<file path="src/lrs_pkg.sv">
//------------------------------------------------------------------------------
// row scan driver constants, types and helpers
//------------------------------------------------------------------------------
package lrs_pkg;

  //----------------------------------------------------------------------------
  // geometry
  //----------------------------------------------------------------------------
  localparam int ROWS = 100;
  localparam int ROW_WORDS = 4;
  localparam int DW = 32;
  localparam int AW = 8;
  localparam int FIFO_W = 8;
  localparam int FIFO_D = 16;
  localparam int CNT_W = 8;

  //----------------------------------------------------------------------------
  // register map (byte addresses)
  //----------------------------------------------------------------------------
  localparam logic [AW-1:0] ADDR_CTRL = 8'h00;
  localparam logic [AW-1:0] ADDR_STATUS = 8'h04;
  localparam logic [AW-1:0] ADDR_FEED = 8'h08;
  localparam logic [AW-1:0] ADDR_PINS = 8'h0C;
  localparam logic [3:0] ROWS_PAGE = 4'h1;
  localparam int CTRL_VARIANT_BIT = 0;
  localparam int CTRL_FEED_BIT = 1;
  localparam logic [1:0] CTRL_RESET = 2'h0;
  localparam int STAT_EMPTY_BIT = 0;
  localparam int STAT_FULL_BIT = 1;
  localparam int STAT_BLANK_BIT = 2;
  localparam int STAT_TOKEN_BIT = 3;
  localparam int STAT_DIR_BIT = 4;
  localparam int STAT_CNT_LSB = 8;
  localparam logic [1:0] RESP_OKAY = 2'h0;
  localparam logic [1:0] RESP_SLVERR = 2'h2;
  localparam logic [CNT_W-1:0] CNT_MAX = 8'hFF;

  //----------------------------------------------------------------------------
  // types
  //----------------------------------------------------------------------------
  typedef enum logic [1:0] {
    top_drive_level = 2'h0,
    upper_nonselect_level = 2'h1,
    lower_nonselect_level = 2'h2,
    deepest_drive_level = 2'h3
  } lrs_level_t;

  typedef struct packed {
    logic blank_to_top_n;
    logic blank_to_nonselect_n;
    logic ac_polarity;
    logic row_shift_clock;
    logic shift_direction_select;
  } lrs_pins_t;

  typedef struct packed {
    logic in;
    logic out;
    logic oe;
  } lrs_chain_t;

  localparam lrs_pins_t PINS_RESET = 5'h18;

  //----------------------------------------------------------------------------
  // stage bit and polarity to drive level
  //----------------------------------------------------------------------------
  function automatic lrs_level_t lrs_row_level(input logic stage, input logic pol);
    if (stage) begin
      return pol ? deepest_drive_level : top_drive_level;
    end
    return pol ? upper_nonselect_level : lower_nonselect_level;
  endfunction : lrs_row_level

endpackage : lrs_pkg

</file>
<file path="src/lrs_fifo.sv">
//------------------------------------------------------------------------------
// synchronous fifo, flip-flop storage
//------------------------------------------------------------------------------
module lrs_fifo import lrs_pkg::*; #(
  parameter int W = FIFO_W,
  parameter int D = FIFO_D
) (
  input wire logic aclk,
  input wire logic aresetn,
  input wire logic in_valid,
  output logic in_ready,
  input wire logic [W-1:0] in_data,
  output logic out_valid,
  input wire logic out_ready,
  output logic [W-1:0] out_data
);
  localparam int PW = $clog2(D);
  localparam logic [PW:0] DEPTH = (PW+1)'(D);
  localparam logic [PW-1:0] LAST = (PW)'(D - 1);

  logic [W-1:0] mem_q [D];
  logic [PW-1:0] wr_q;
  logic [PW-1:0] rd_q;
  logic [PW:0] cnt_q;
  logic push;
  logic pop;

  // honest flags from the occupancy count
  assign in_ready = (cnt_q != DEPTH);
  assign out_valid = (cnt_q != '0);
  assign out_data = mem_q[rd_q];
  assign push = in_valid & in_ready;
  assign pop = out_valid & out_ready;

  // storage write
  always_ff @(posedge aclk) begin
    if (push) begin
      mem_q[wr_q] <= in_data;
    end
  end

  // pointers and count
  always_ff @(posedge aclk) begin
    if (!aresetn) begin
      wr_q <= '0;
      rd_q <= '0;
      cnt_q <= '0;
    end else begin
      if (push) begin
        wr_q <= (wr_q == LAST) ? '0 : wr_q + 1'b1;
      end
      if (pop) begin
        rd_q <= (rd_q == LAST) ? '0 : rd_q + 1'b1;
      end
      cnt_q <= cnt_q + (PW+1)'(push) - (PW+1)'(pop);
    end
  end

endmodule : lrs_fifo

</file>
<file path="src/lrs_feed_serializer.sv">
//------------------------------------------------------------------------------
// turns fifo bytes into chain input bits, lsb first
//------------------------------------------------------------------------------
module lrs_feed_serializer import lrs_pkg::*; (
  input wire logic aclk,
  input wire logic aresetn,
  input wire logic in_valid,
  output logic in_ready,
  input wire logic [FIFO_W-1:0] in_data,
  input wire logic advance,
  output logic bit_out
);
  localparam int BW = $clog2(FIFO_W);
  localparam logic [BW-1:0] BIT_LAST = (BW)'(FIFO_W - 1);

  logic [FIFO_W-1:0] byte_q;
  logic [BW-1:0] idx_q;
  logic have_q;
  logic last_use;

  // a byte is consumed bit by bit on each shift; empty feed gives zeros
  assign last_use = have_q & advance & (idx_q == BIT_LAST);
  assign in_ready = ~have_q | last_use;
  assign bit_out = have_q & byte_q[idx_q];

  // byte holder and bit index
  always_ff @(posedge aclk) begin
    if (!aresetn) begin
      byte_q <= '0;
      idx_q <= '0;
      have_q <= 1'b0;
    end else if (in_valid && in_ready) begin
      byte_q <= in_data;
      idx_q <= '0;
      have_q <= 1'b1;
    end else if (last_use) begin
      have_q <= 1'b0;
      idx_q <= '0;
    end else if (have_q && advance) begin
      idx_q <= idx_q + 1'b1;
    end
  end

endmodule : lrs_feed_serializer

</file>
<file path="src/lrs_row_scan_driver.sv">
//------------------------------------------------------------------------------
// row scan driver: 100-stage bidirectional scan register with axi4-lite access
//------------------------------------------------------------------------------
//
// The register offsets and the AXI4-Lite slave port are this design's own decisions.
module lrs_row_scan_driver import lrs_pkg::*; (
  input wire logic aclk,
  input wire logic aresetn,
  // row pins from the timing controller
  input wire lrs_pins_t pins,
  // chain port a: in, out, enable
  input wire logic chain_port_a_in,
  output logic chain_port_a_out,
  output logic chain_port_a_oe,
  // chain port b: in, out, enable
  input wire logic chain_port_b_in,
  output logic chain_port_b_out,
  output logic chain_port_b_oe,
  // row drive level codes
  output lrs_level_t [ROWS-1:0] row_outputs,
  // axi4-lite slave
  input wire logic [AW-1:0] s_axi_awaddr,
  input wire logic s_axi_awvalid,
  output logic s_axi_awready,
  input wire logic [DW-1:0] s_axi_wdata,
  input wire logic [DW/8-1:0] s_axi_wstrb,
  input wire logic s_axi_wvalid,
  output logic s_axi_wready,
  output logic [1:0] s_axi_bresp,
  output logic s_axi_bvalid,
  input wire logic s_axi_bready,
  input wire logic [AW-1:0] s_axi_araddr,
  input wire logic s_axi_arvalid,
  output logic s_axi_arready,
  output logic [DW-1:0] s_axi_rdata,
  output logic [1:0] s_axi_rresp,
  output logic s_axi_rvalid,
  input wire logic s_axi_rready
);

  //----------------------------------------------------------------------------
  // declarations
  //----------------------------------------------------------------------------
  typedef enum logic [1:0] {
    WR_COLLECT = 2'b01,
    WR_RESP = 2'b10
  } lrs_wr_state_t;

  lrs_wr_state_t wr_state_q;
  lrs_pins_t pins_q;
  logic [1:0] ctrl_q;
  logic [ROWS-1:0] stage_q;
  logic [ROWS-1:0] stage_d;
  logic [CNT_W-1:0] shift_cnt_q;
  logic blank_q;
  logic aw_held_q;
  logic w_held_q;
  logic [AW-1:0] awaddr_q;
  logic [DW-1:0] wdata_q;
  logic [DW/8-1:0] wstrb_q;
  logic variant_ns;
  logic blank;
  logic shift_fall;
  logic shift_go;
  logic chain_in;
  logic feed_bit;
  logic feed_valid;
  logic feed_ready;
  logic [FIFO_W-1:0] feed_data;
  logic fifo_in_ready;
  logic fifo_in_valid;
  logic wr_is_feed;
  logic do_write;

  //----------------------------------------------------------------------------
  // helpers
  //----------------------------------------------------------------------------
  // one 32-bit slice of the stage vector, upper bits zero
  function automatic logic [DW-1:0] rows_word(input logic [ROWS-1:0] s, input logic [1:0] idx);
    logic [ROW_WORDS*DW-1:0] ext;
    ext = '0;
    ext[ROWS-1:0] = s;
    return ext[idx*DW +: DW];
  endfunction : rows_word

  // address falls in the row snapshot page
  function automatic logic is_rows(input logic [AW-1:0] a);
    return a[AW-1:4] == ROWS_PAGE;
  endfunction : is_rows

  // known register addresses
  function automatic logic is_mapped(input logic [AW-1:0] a);
    return (a == ADDR_CTRL) || (a == ADDR_STATUS) || (a == ADDR_FEED) || (a == ADDR_PINS) || is_rows(a);
  endfunction : is_mapped

  //----------------------------------------------------------------------------
  // pin sampling and event decode
  //----------------------------------------------------------------------------
  // previous pin state for falling edge detection
  always_ff @(posedge aclk) begin
    if (!aresetn) begin
      pins_q <= PINS_RESET;
    end else begin
      pins_q <= pins;
    end
  end

  // variant picks which blanking input is honoured
  assign variant_ns = ctrl_q[CTRL_VARIANT_BIT];
  assign blank = variant_ns ? ~pins.blank_to_nonselect_n : ~pins.blank_to_top_n;
  assign shift_fall = pins_q.row_shift_clock & ~pins.row_shift_clock;
  assign shift_go = shift_fall & ~blank;

  // chain input comes from the feed fifo or from the input-side port
  assign chain_in = ctrl_q[CTRL_FEED_BIT] ? feed_bit
                  : (pins.shift_direction_select ? chain_port_b_in : chain_port_a_in);

  //----------------------------------------------------------------------------
  // scan register
  //----------------------------------------------------------------------------
  // next stage vector: clear on blanking, else shift on a falling edge
  always_comb begin
    stage_d = stage_q;
    if (blank) begin
      stage_d = '0;
    end else if (shift_fall) begin
      if (pins.shift_direction_select) begin
        stage_d = {chain_in, stage_q[ROWS-1:1]};
      end else begin
        stage_d = {stage_q[ROWS-2:0], chain_in};
      end
    end
  end

  // stage storage, one bit per row
  always_ff @(posedge aclk) begin
    if (!aresetn) begin
      stage_q <= '0;
    end else begin
      stage_q <= stage_d;
    end
  end

  // chain output: the bit leaving the far end at the shift edge
  always_ff @(posedge aclk) begin
    if (!aresetn) begin
      chain_port_a_out <= 1'b0;
      chain_port_b_out <= 1'b0;
    end else if (blank) begin
      chain_port_a_out <= 1'b0;
      chain_port_b_out <= 1'b0;
    end else if (shift_fall) begin
      if (pins.shift_direction_select) begin
        chain_port_a_out <= stage_q[0];
      end else begin
        chain_port_b_out <= stage_q[ROWS-1];
      end
    end
  end

  // port roles follow the direction input
  always_ff @(posedge aclk) begin
    if (!aresetn) begin
      chain_port_a_oe <= 1'b0;
      chain_port_b_oe <= 1'b0;
    end else begin
      chain_port_a_oe <= pins.shift_direction_select;
      chain_port_b_oe <= ~pins.shift_direction_select;
    end
  end

  //----------------------------------------------------------------------------
  // row drive levels
  //----------------------------------------------------------------------------
  // levels track the next stage value so rows change with the shift
  always_ff @(posedge aclk) begin
    if (!aresetn) begin
      row_outputs <= '{default: top_drive_level};
    end else begin
      for (int i = 0; i < ROWS; i++) begin
        if (!blank) begin
          row_outputs[i] <= lrs_row_level(stage_d[i], pins.ac_polarity);
        end else if (variant_ns) begin
          row_outputs[i] <= pins.ac_polarity ? upper_nonselect_level : lower_nonselect_level;
        end else begin
          row_outputs[i] <= top_drive_level;
        end
      end
    end
  end

  //----------------------------------------------------------------------------
  // scan bookkeeping
  //----------------------------------------------------------------------------
  // blank flag and saturating count of shifts since last blanking
  always_ff @(posedge aclk) begin
    if (!aresetn) begin
      blank_q <= 1'b0;
      shift_cnt_q <= '0;
    end else begin
      blank_q <= blank;
      if (blank) begin
        shift_cnt_q <= '0;
      end else if (shift_go && shift_cnt_q != CNT_MAX) begin
        shift_cnt_q <= shift_cnt_q + 1'b1;
      end
    end
  end

  //----------------------------------------------------------------------------
  // feed path: software bytes to chain input
  //----------------------------------------------------------------------------
  lrs_fifo #(
    .W(FIFO_W),
    .D(FIFO_D)
  ) u_fifo (
    .aclk(aclk),
    .aresetn(aresetn),
    .in_valid(fifo_in_valid),
    .in_ready(fifo_in_ready),
    .in_data(wdata_q[FIFO_W-1:0]),
    .out_valid(feed_valid),
    .out_ready(feed_ready),
    .out_data(feed_data)
  );

  lrs_feed_serializer u_ser (
    .aclk(aclk),
    .aresetn(aresetn),
    .in_valid(feed_valid),
    .in_ready(feed_ready),
    .in_data(feed_data),
    .advance(shift_go & ctrl_q[CTRL_FEED_BIT]),
    .bit_out(feed_bit)
  );

  //----------------------------------------------------------------------------
  // axi4-lite write side
  //----------------------------------------------------------------------------
  // a feed write waits for fifo room, stalling the response
  assign wr_is_feed = (awaddr_q == ADDR_FEED);
  assign do_write = (wr_state_q == WR_COLLECT) & aw_held_q & w_held_q & (~wr_is_feed | fifo_in_ready);
  assign fifo_in_valid = do_write & wr_is_feed & wstrb_q[0];

  // address and data taken in either order, response after both
  always_ff @(posedge aclk) begin
    if (!aresetn) begin
      wr_state_q <= WR_COLLECT;
      aw_held_q <= 1'b0;
      w_held_q <= 1'b0;
      awaddr_q <= '0;
      wdata_q <= '0;
      wstrb_q <= '0;
      s_axi_awready <= 1'b1;
      s_axi_wready <= 1'b1;
      s_axi_bvalid <= 1'b0;
      s_axi_bresp <= RESP_OKAY;
    end else begin
      unique case (wr_state_q)
        WR_COLLECT: begin
          if (s_axi_awvalid && s_axi_awready) begin
            awaddr_q <= s_axi_awaddr;
            aw_held_q <= 1'b1;
            s_axi_awready <= 1'b0;
          end
          if (s_axi_wvalid && s_axi_wready) begin
            wdata_q <= s_axi_wdata;
            wstrb_q <= s_axi_wstrb;
            w_held_q <= 1'b1;
            s_axi_wready <= 1'b0;
          end
          if (do_write) begin
            aw_held_q <= 1'b0;
            w_held_q <= 1'b0;
            s_axi_bvalid <= 1'b1;
            s_axi_bresp <= is_mapped(awaddr_q) ? RESP_OKAY : RESP_SLVERR;
            wr_state_q <= WR_RESP;
          end
        end
        WR_RESP: begin
          if (s_axi_bready) begin
            s_axi_bvalid <= 1'b0;
            s_axi_awready <= 1'b1;
            s_axi_wready <= 1'b1;
            wr_state_q <= WR_COLLECT;
          end
        end
      endcase
    end
  end

  // control register, low byte lane only
  always_ff @(posedge aclk) begin
    if (!aresetn) begin
      ctrl_q <= CTRL_RESET;
    end else if (do_write && awaddr_q == ADDR_CTRL && wstrb_q[0]) begin
      ctrl_q <= wdata_q[1:0];
    end
  end

  //----------------------------------------------------------------------------
  // axi4-lite read side
  //----------------------------------------------------------------------------
  // one read at a time, data registered at the address handshake
  always_ff @(posedge aclk) begin
    if (!aresetn) begin
      s_axi_arready <= 1'b1;
      s_axi_rvalid <= 1'b0;
      s_axi_rdata <= '0;
      s_axi_rresp <= RESP_OKAY;
    end else if (s_axi_arvalid && s_axi_arready) begin
      s_axi_arready <= 1'b0;
      s_axi_rvalid <= 1'b1;
      s_axi_rresp <= is_mapped(s_axi_araddr) ? RESP_OKAY : RESP_SLVERR;
      s_axi_rdata <= '0;
      if (s_axi_araddr == ADDR_CTRL) begin
        s_axi_rdata[1:0] <= ctrl_q;
      end else if (s_axi_araddr == ADDR_STATUS) begin
        s_axi_rdata[STAT_EMPTY_BIT] <= ~feed_valid;
        s_axi_rdata[STAT_FULL_BIT] <= ~fifo_in_ready;
        s_axi_rdata[STAT_BLANK_BIT] <= blank_q;
        s_axi_rdata[STAT_TOKEN_BIT] <= |stage_q;
        s_axi_rdata[STAT_DIR_BIT] <= pins_q.shift_direction_select;
        s_axi_rdata[STAT_CNT_LSB +: CNT_W] <= shift_cnt_q;
      end else if (s_axi_araddr == ADDR_PINS) begin
        s_axi_rdata[$bits(lrs_pins_t)-1:0] <= pins_q;
      end else if (is_rows(s_axi_araddr)) begin
        s_axi_rdata <= rows_word(stage_q, s_axi_araddr[3:2]);
      end
    end else if (s_axi_rvalid && s_axi_rready) begin
      s_axi_rvalid <= 1'b0;
      s_axi_arready <= 1'b1;
    end
  end

endmodule : lrs_row_scan_driver

</file>
<file path="config.mk">
export PLATFORM = sky130hd
export DESIGN_NAME = lrs_row_scan_driver
export DESIGN_NICKNAME = d
export VERILOG_FILES = /design/src/lrs_pkg.sv /design/src/lrs_fifo.sv /design/src/lrs_feed_serializer.sv /design/src/lrs_row_scan_driver.sv
export SDC_FILE = /design/constraint.sdc
export NUM_CORES = 1
export LEC_CHECK = 0
export ABC_CLOCK_PERIOD_IN_PS = 3800
export BUFFER_PORTS_ARGS = -buffer_cell sky130_fd_sc_hd__buf_2
export CAP_MARGIN = 20
export CORE_MARGIN = 8
export CORE_UTILIZATION = 30
export DETAILED_ROUTE_END_ITERATION = 10
export GPL_ROUTABILITY_DRIVEN = 0
export HOLD_SLACK_MARGIN = 0.15
export PLACE_DENSITY = 0.45
export SYNTH_ARGS = -nofsm -noshare
export SYNTH_HDL_FRONTEND = slang
export SYNTH_SLANG_ARGS = --single-unit
</file>
<file path="constraint.sdc">
create_clock -name aclk -period 3.8 [get_ports aclk]
set_input_delay 0.76 -clock aclk [delete_from_list [all_inputs] [get_ports aclk]]
set_output_delay 0.76 -clock aclk [all_outputs]
set_load 0.005 [all_outputs]
</file>
==> flow_summary_export.csv <==
group,metric,value,unit
logic_synthesis,netlist_instances,1822,
job,maxCapViolCount,0,
routing,drc,0,
floorplanning,pin_count,311,
logic_synthesis,synth-simple-area-share,0.110,
power,p_per_area,501,nW/um^2
power,p_switching,0.00303,W
cts,htree_levels,2,
routing,drtAntennaViolNets,0,
finish,syn_to_final_growth,17.4,%
placement,portBuffers,281,
global_route,grt_max_degree,101,
cts,insertion_delay,0.62,ns
routing,wl_per_cell,21.0,microns
logic_synthesis,ys_types,65,
sta,slew_headroom,0.321,
placement,hpwl,43.5,mm
power,clkPwrFrac,0.415,
power,peakVddDrop,399,uV
power,combinationalPowerShare,0.133,
sta,fmax,0.329,GHz
finish,diodes,0,
logic_synthesis,synth_fa_ha_area_frac,0.0100,
logic_synthesis,synth_edf_count,128,
setup_path,crit_path_top_delay_cell,"dfxtp_1",
finish,layout-drive-gt1-share,0.277,
setup_path,r2r_slack,0.76,ns
floorplanning,core_area,64300,sq um
routing,drt_iter0_drc,925,
floorplanning,die-area,73300,sq um
logic_synthesis,ys.flop_type,"dfxtp_1",
setup_path,worst_ep_required_time,4.31,ns
logic_synthesis,synth_top_family_by_area,"multiplexers",
setup_path,reg2reg_depth,12,
logic_synthesis,synthXorXnorAreaFrac,0.0414,
status,status,"finished clean",
setup_path,r2r_start,"u_ser.idx_q[0]",
cts,post_cts_buffers,0,
logic_synthesis,syn_avg_cell_area,10.7,sq um
global_route,grt_first_pass_wirelength,91.0,mm
cts,cts_buffers,50,
setup_path,r2r_end,"u_fifo.cnt_q[4]",
sta,fin_tns_setup,0,ns
sta,worst_pin_slew,1.02,ns
sta,clock_skew,0.0479,ns
placement,placedInstanceArea,21200,sq um
floorplanning,die-width,271,microns
global_route,grt-ovfl-total,0,
logic_synthesis,synth-seq-cells,432,
hold_path,holdPathStages,2,
routing,dr_total_vias,13833,
finish,fin_util,0.355,
setup_path,start_kind,"flop",
finish,layout_common_cells,"dfxtp_1 (301), nor2_1 (283), buf_2 (279)",
logic_synthesis,synth-compound-area-share,0.0857,
cts,cts_tree,"yes",
setup_path,cpPeakStageDelay,0.51,ns
setup_path,crit_fanout,6,
setup_path,path_cells,"ha_1, ha_1, a41oi_2, nor2_1, ha_1, inv_1, ha_1, fa_1, a21oi_1, nor2_1, or3_1, a21oi_1",
cts,clk_path_buf_depth,3,
floorplanning,die_h,271,microns
sta,setup_viol,0,
sta,final_hold_viol_count,0,
logic_synthesis,yosysWarnings,0,
finish,final_area,22800,sq um
cts,clock-root-buffer,"clkbuf_16",
logic_synthesis,async_reset_ff_frac,0,
power,power,0.0114,W
hold_path,hold_end,"pins_q[4]",
logic_synthesis,muxShareOfSynthArea,0.172,
power,sw_frac_of_total,0.265,
routing,avgViaCountPerCell,4.81,
power,power.leakage,8.93,nW
floorplanning,start_util,0.302,
finish,nets,2064,
setup_path,cp-end-kind,"flop",
hold_path,worstHoldStart,"pins[4]",
global_route,grtUsageTotal,0.159,
sta,final_max_slew_viol_count,0,
sta,rsz0062_at_grt,"false",
power,p_int,0.00841,W
cts,clock_sinks,432,
setup_path,path_class,"reg2reg",
cts,hold_buffers,0,
logic_synthesis,yosysTopAreaCell,"dfxtp_1",
sta,fin_crit_sh,0.799,
floorplanning,fp-row-count,93,
sta,period_needed,3.04,ns
logic_synthesis,ys_seq_area_frac,0.510,
setup_path,crit_arrival,3.55,ns
global_route,grt_pass1_vias,13928,
cts,clk_pin_slew,0.06,ns
logic_synthesis,syn_area,19500,sq um
power,pwr-share-seq,0.452,
finish,fillers,6531,
setup_path,cp_common_cell,"ha_1",
cts,ctsResizeCount,0,
logic_synthesis,synthTopCellsByArea,"dfxtp_1 (31%), edfxtp_1 (20%), mux2i_1 (7.2%), nor2_1 (5.5%), mux4_2 (5.2%)",
routing,wirelength,60.4,mm
logic_synthesis,synth_top_area_frac,0.313,
hold_path,hold_class,"in2reg",
global_route,antenna_found_initial,4,
finish,layout_commonest_cell,"dfxtp_1",
routing,first_pass_iters,5,
==> per-stage QoR <==
step	instances	hold slack, ns	setup slack [ns]
global route	2878	0.366	0.506
global placement	2785	0.438	0.508
detailed placement	2785	0.442	0.523
floorplan	1823	0.425	0.456
CTS	2877	0.332	0.731
finish	2878	0.370	0.764
==> sequential cells by signal (all words and copies together), names as in the netlist, 2 cells and up <==
name,count
u_fifo.mem_q,128
row_outputs,101
u_fifo.wr_q,4
shift_cnt_q,8
wdata_q,8
u_fifo.rd_q,4
u_ser.byte_q,8
ctrl_q,2
stage_q,100
u_fifo.cnt_q,5
pins_q,4
awaddr_q,8
s_axi_rdata,32
u_ser.idx_q,3
==> cell usage after synthesis, drive strengths merged, types with 4 or more instances <==
| cell | instances |
|---|---|
| dfxtp | 304 |
| nor2 | 283 |
| buf | 150 |
| mux2i | 140 |
| a21oi | 134 |
| edfxtp | 128 |
| nand2 | 98 |
| xor2 | 87 |
| mux2 | 83 |
| clkbuf | 80 |
| o21ai | 52 |
| mux4 | 45 |
| nor4 | 28 |
| a22oi | 27 |
| inv | 17 |
| a221oi | 16 |
| nor3 | 16 |
| nand3 | 15 |
| ha | 14 |
| nand4 | 10 |
| a22o | 8 |
| nand2b | 8 |
| o2bb2ai | 8 |
| and2 | 7 |
| and3 | 7 |
| o221ai | 5 |
| xnor2 | 5 |
| a21o | 4 |
| a31oi | 4 |
| or3 | 4 |
==> metal layers <==
metal | GRT usage | up-vias | wire, microns
met2 | 0.255 | 345 | 27700
met1 | 0.216 | 6776 | 27800
li1 | - | 6643 | -
met3 | 0.0400 | 65 | 4020
met5 | 0 | - | 30
met4 | 0.0300 | 4 | 866
==> worst max-delay path, delay by kind of cell, from the launching register on <==
family	cells	cell delay, ns
and+or+nand+nor	3	0.63
buffers and inverters	1	0.04
adders and majority gates	5	1.28
AOI/OAI and AO/OA	3	0.47
DFF	1	0.51
==> cells by family (layout without fill, tap and decap cells) <==
family | after synthesis | after routing
DFF | 432 | 432
other | 1 | 2
muxes | 268 | 268
and+or+nand+nor | 492 | 492
buffers and inverters | 247 | 447
xor gates and xnor gates | 92 | 92
AOI/OAI and AO/OA | 275 | 275
adders and majority gates | 15 | 15
==> power by group through the flow <==
stage / combinational [W] / clock [W] / sequential, W
2_1_floorplan: 0.00121 / 0 / 0.00513
3_3_place_gp: 0.00153 / 0 / 0.00528
3_5_place_dp: 0.00153 / 0 / 0.00529
4_1_cts: 0.00154 / 0.00489 / 0.00519
5_1_grt: 0.00168 / 0.00507 / 0.00521
6_report: 0.00152 / 0.00475 / 0.00517
==> area by class of cell <==
type,count,area (sq um),area share
Tap cell,855,1070,0.0468
Sequential cell,432,9930,0.435
Clock inverter,14,150,0.00657
Multi-Input combinational cell,1144,8180,0.358
Clock buffer,78,1510,0.0660
Inverter,17,66.3,0.00290
Timing Repair Buffer,338,1930,0.0844
==> worst max path at each step <==
stage / start / end / slack [ns] / depth (start not counted)
2_1_floorplan: pins[3] / u_fifo.cnt_q[4] / 0.46 / 12
3_3_place_gp: pins[4] / u_fifo.cnt_q[4] / 0.51 / 12
3_5_place_dp: pins[4] / u_fifo.cnt_q[4] / 0.52 / 12
4_1_cts: u_ser.idx_q[0] / u_fifo.cnt_q[4] / 0.73 / 12
5_1_grt: u_ser.idx_q[0] / u_fifo.cnt_q[4] / 0.51 / 12
6_report: u_ser.idx_q[0] / u_fifo.cnt_q[4] / 0.76 / 12
No activity file was read; power rests on OpenSTA's default activity.
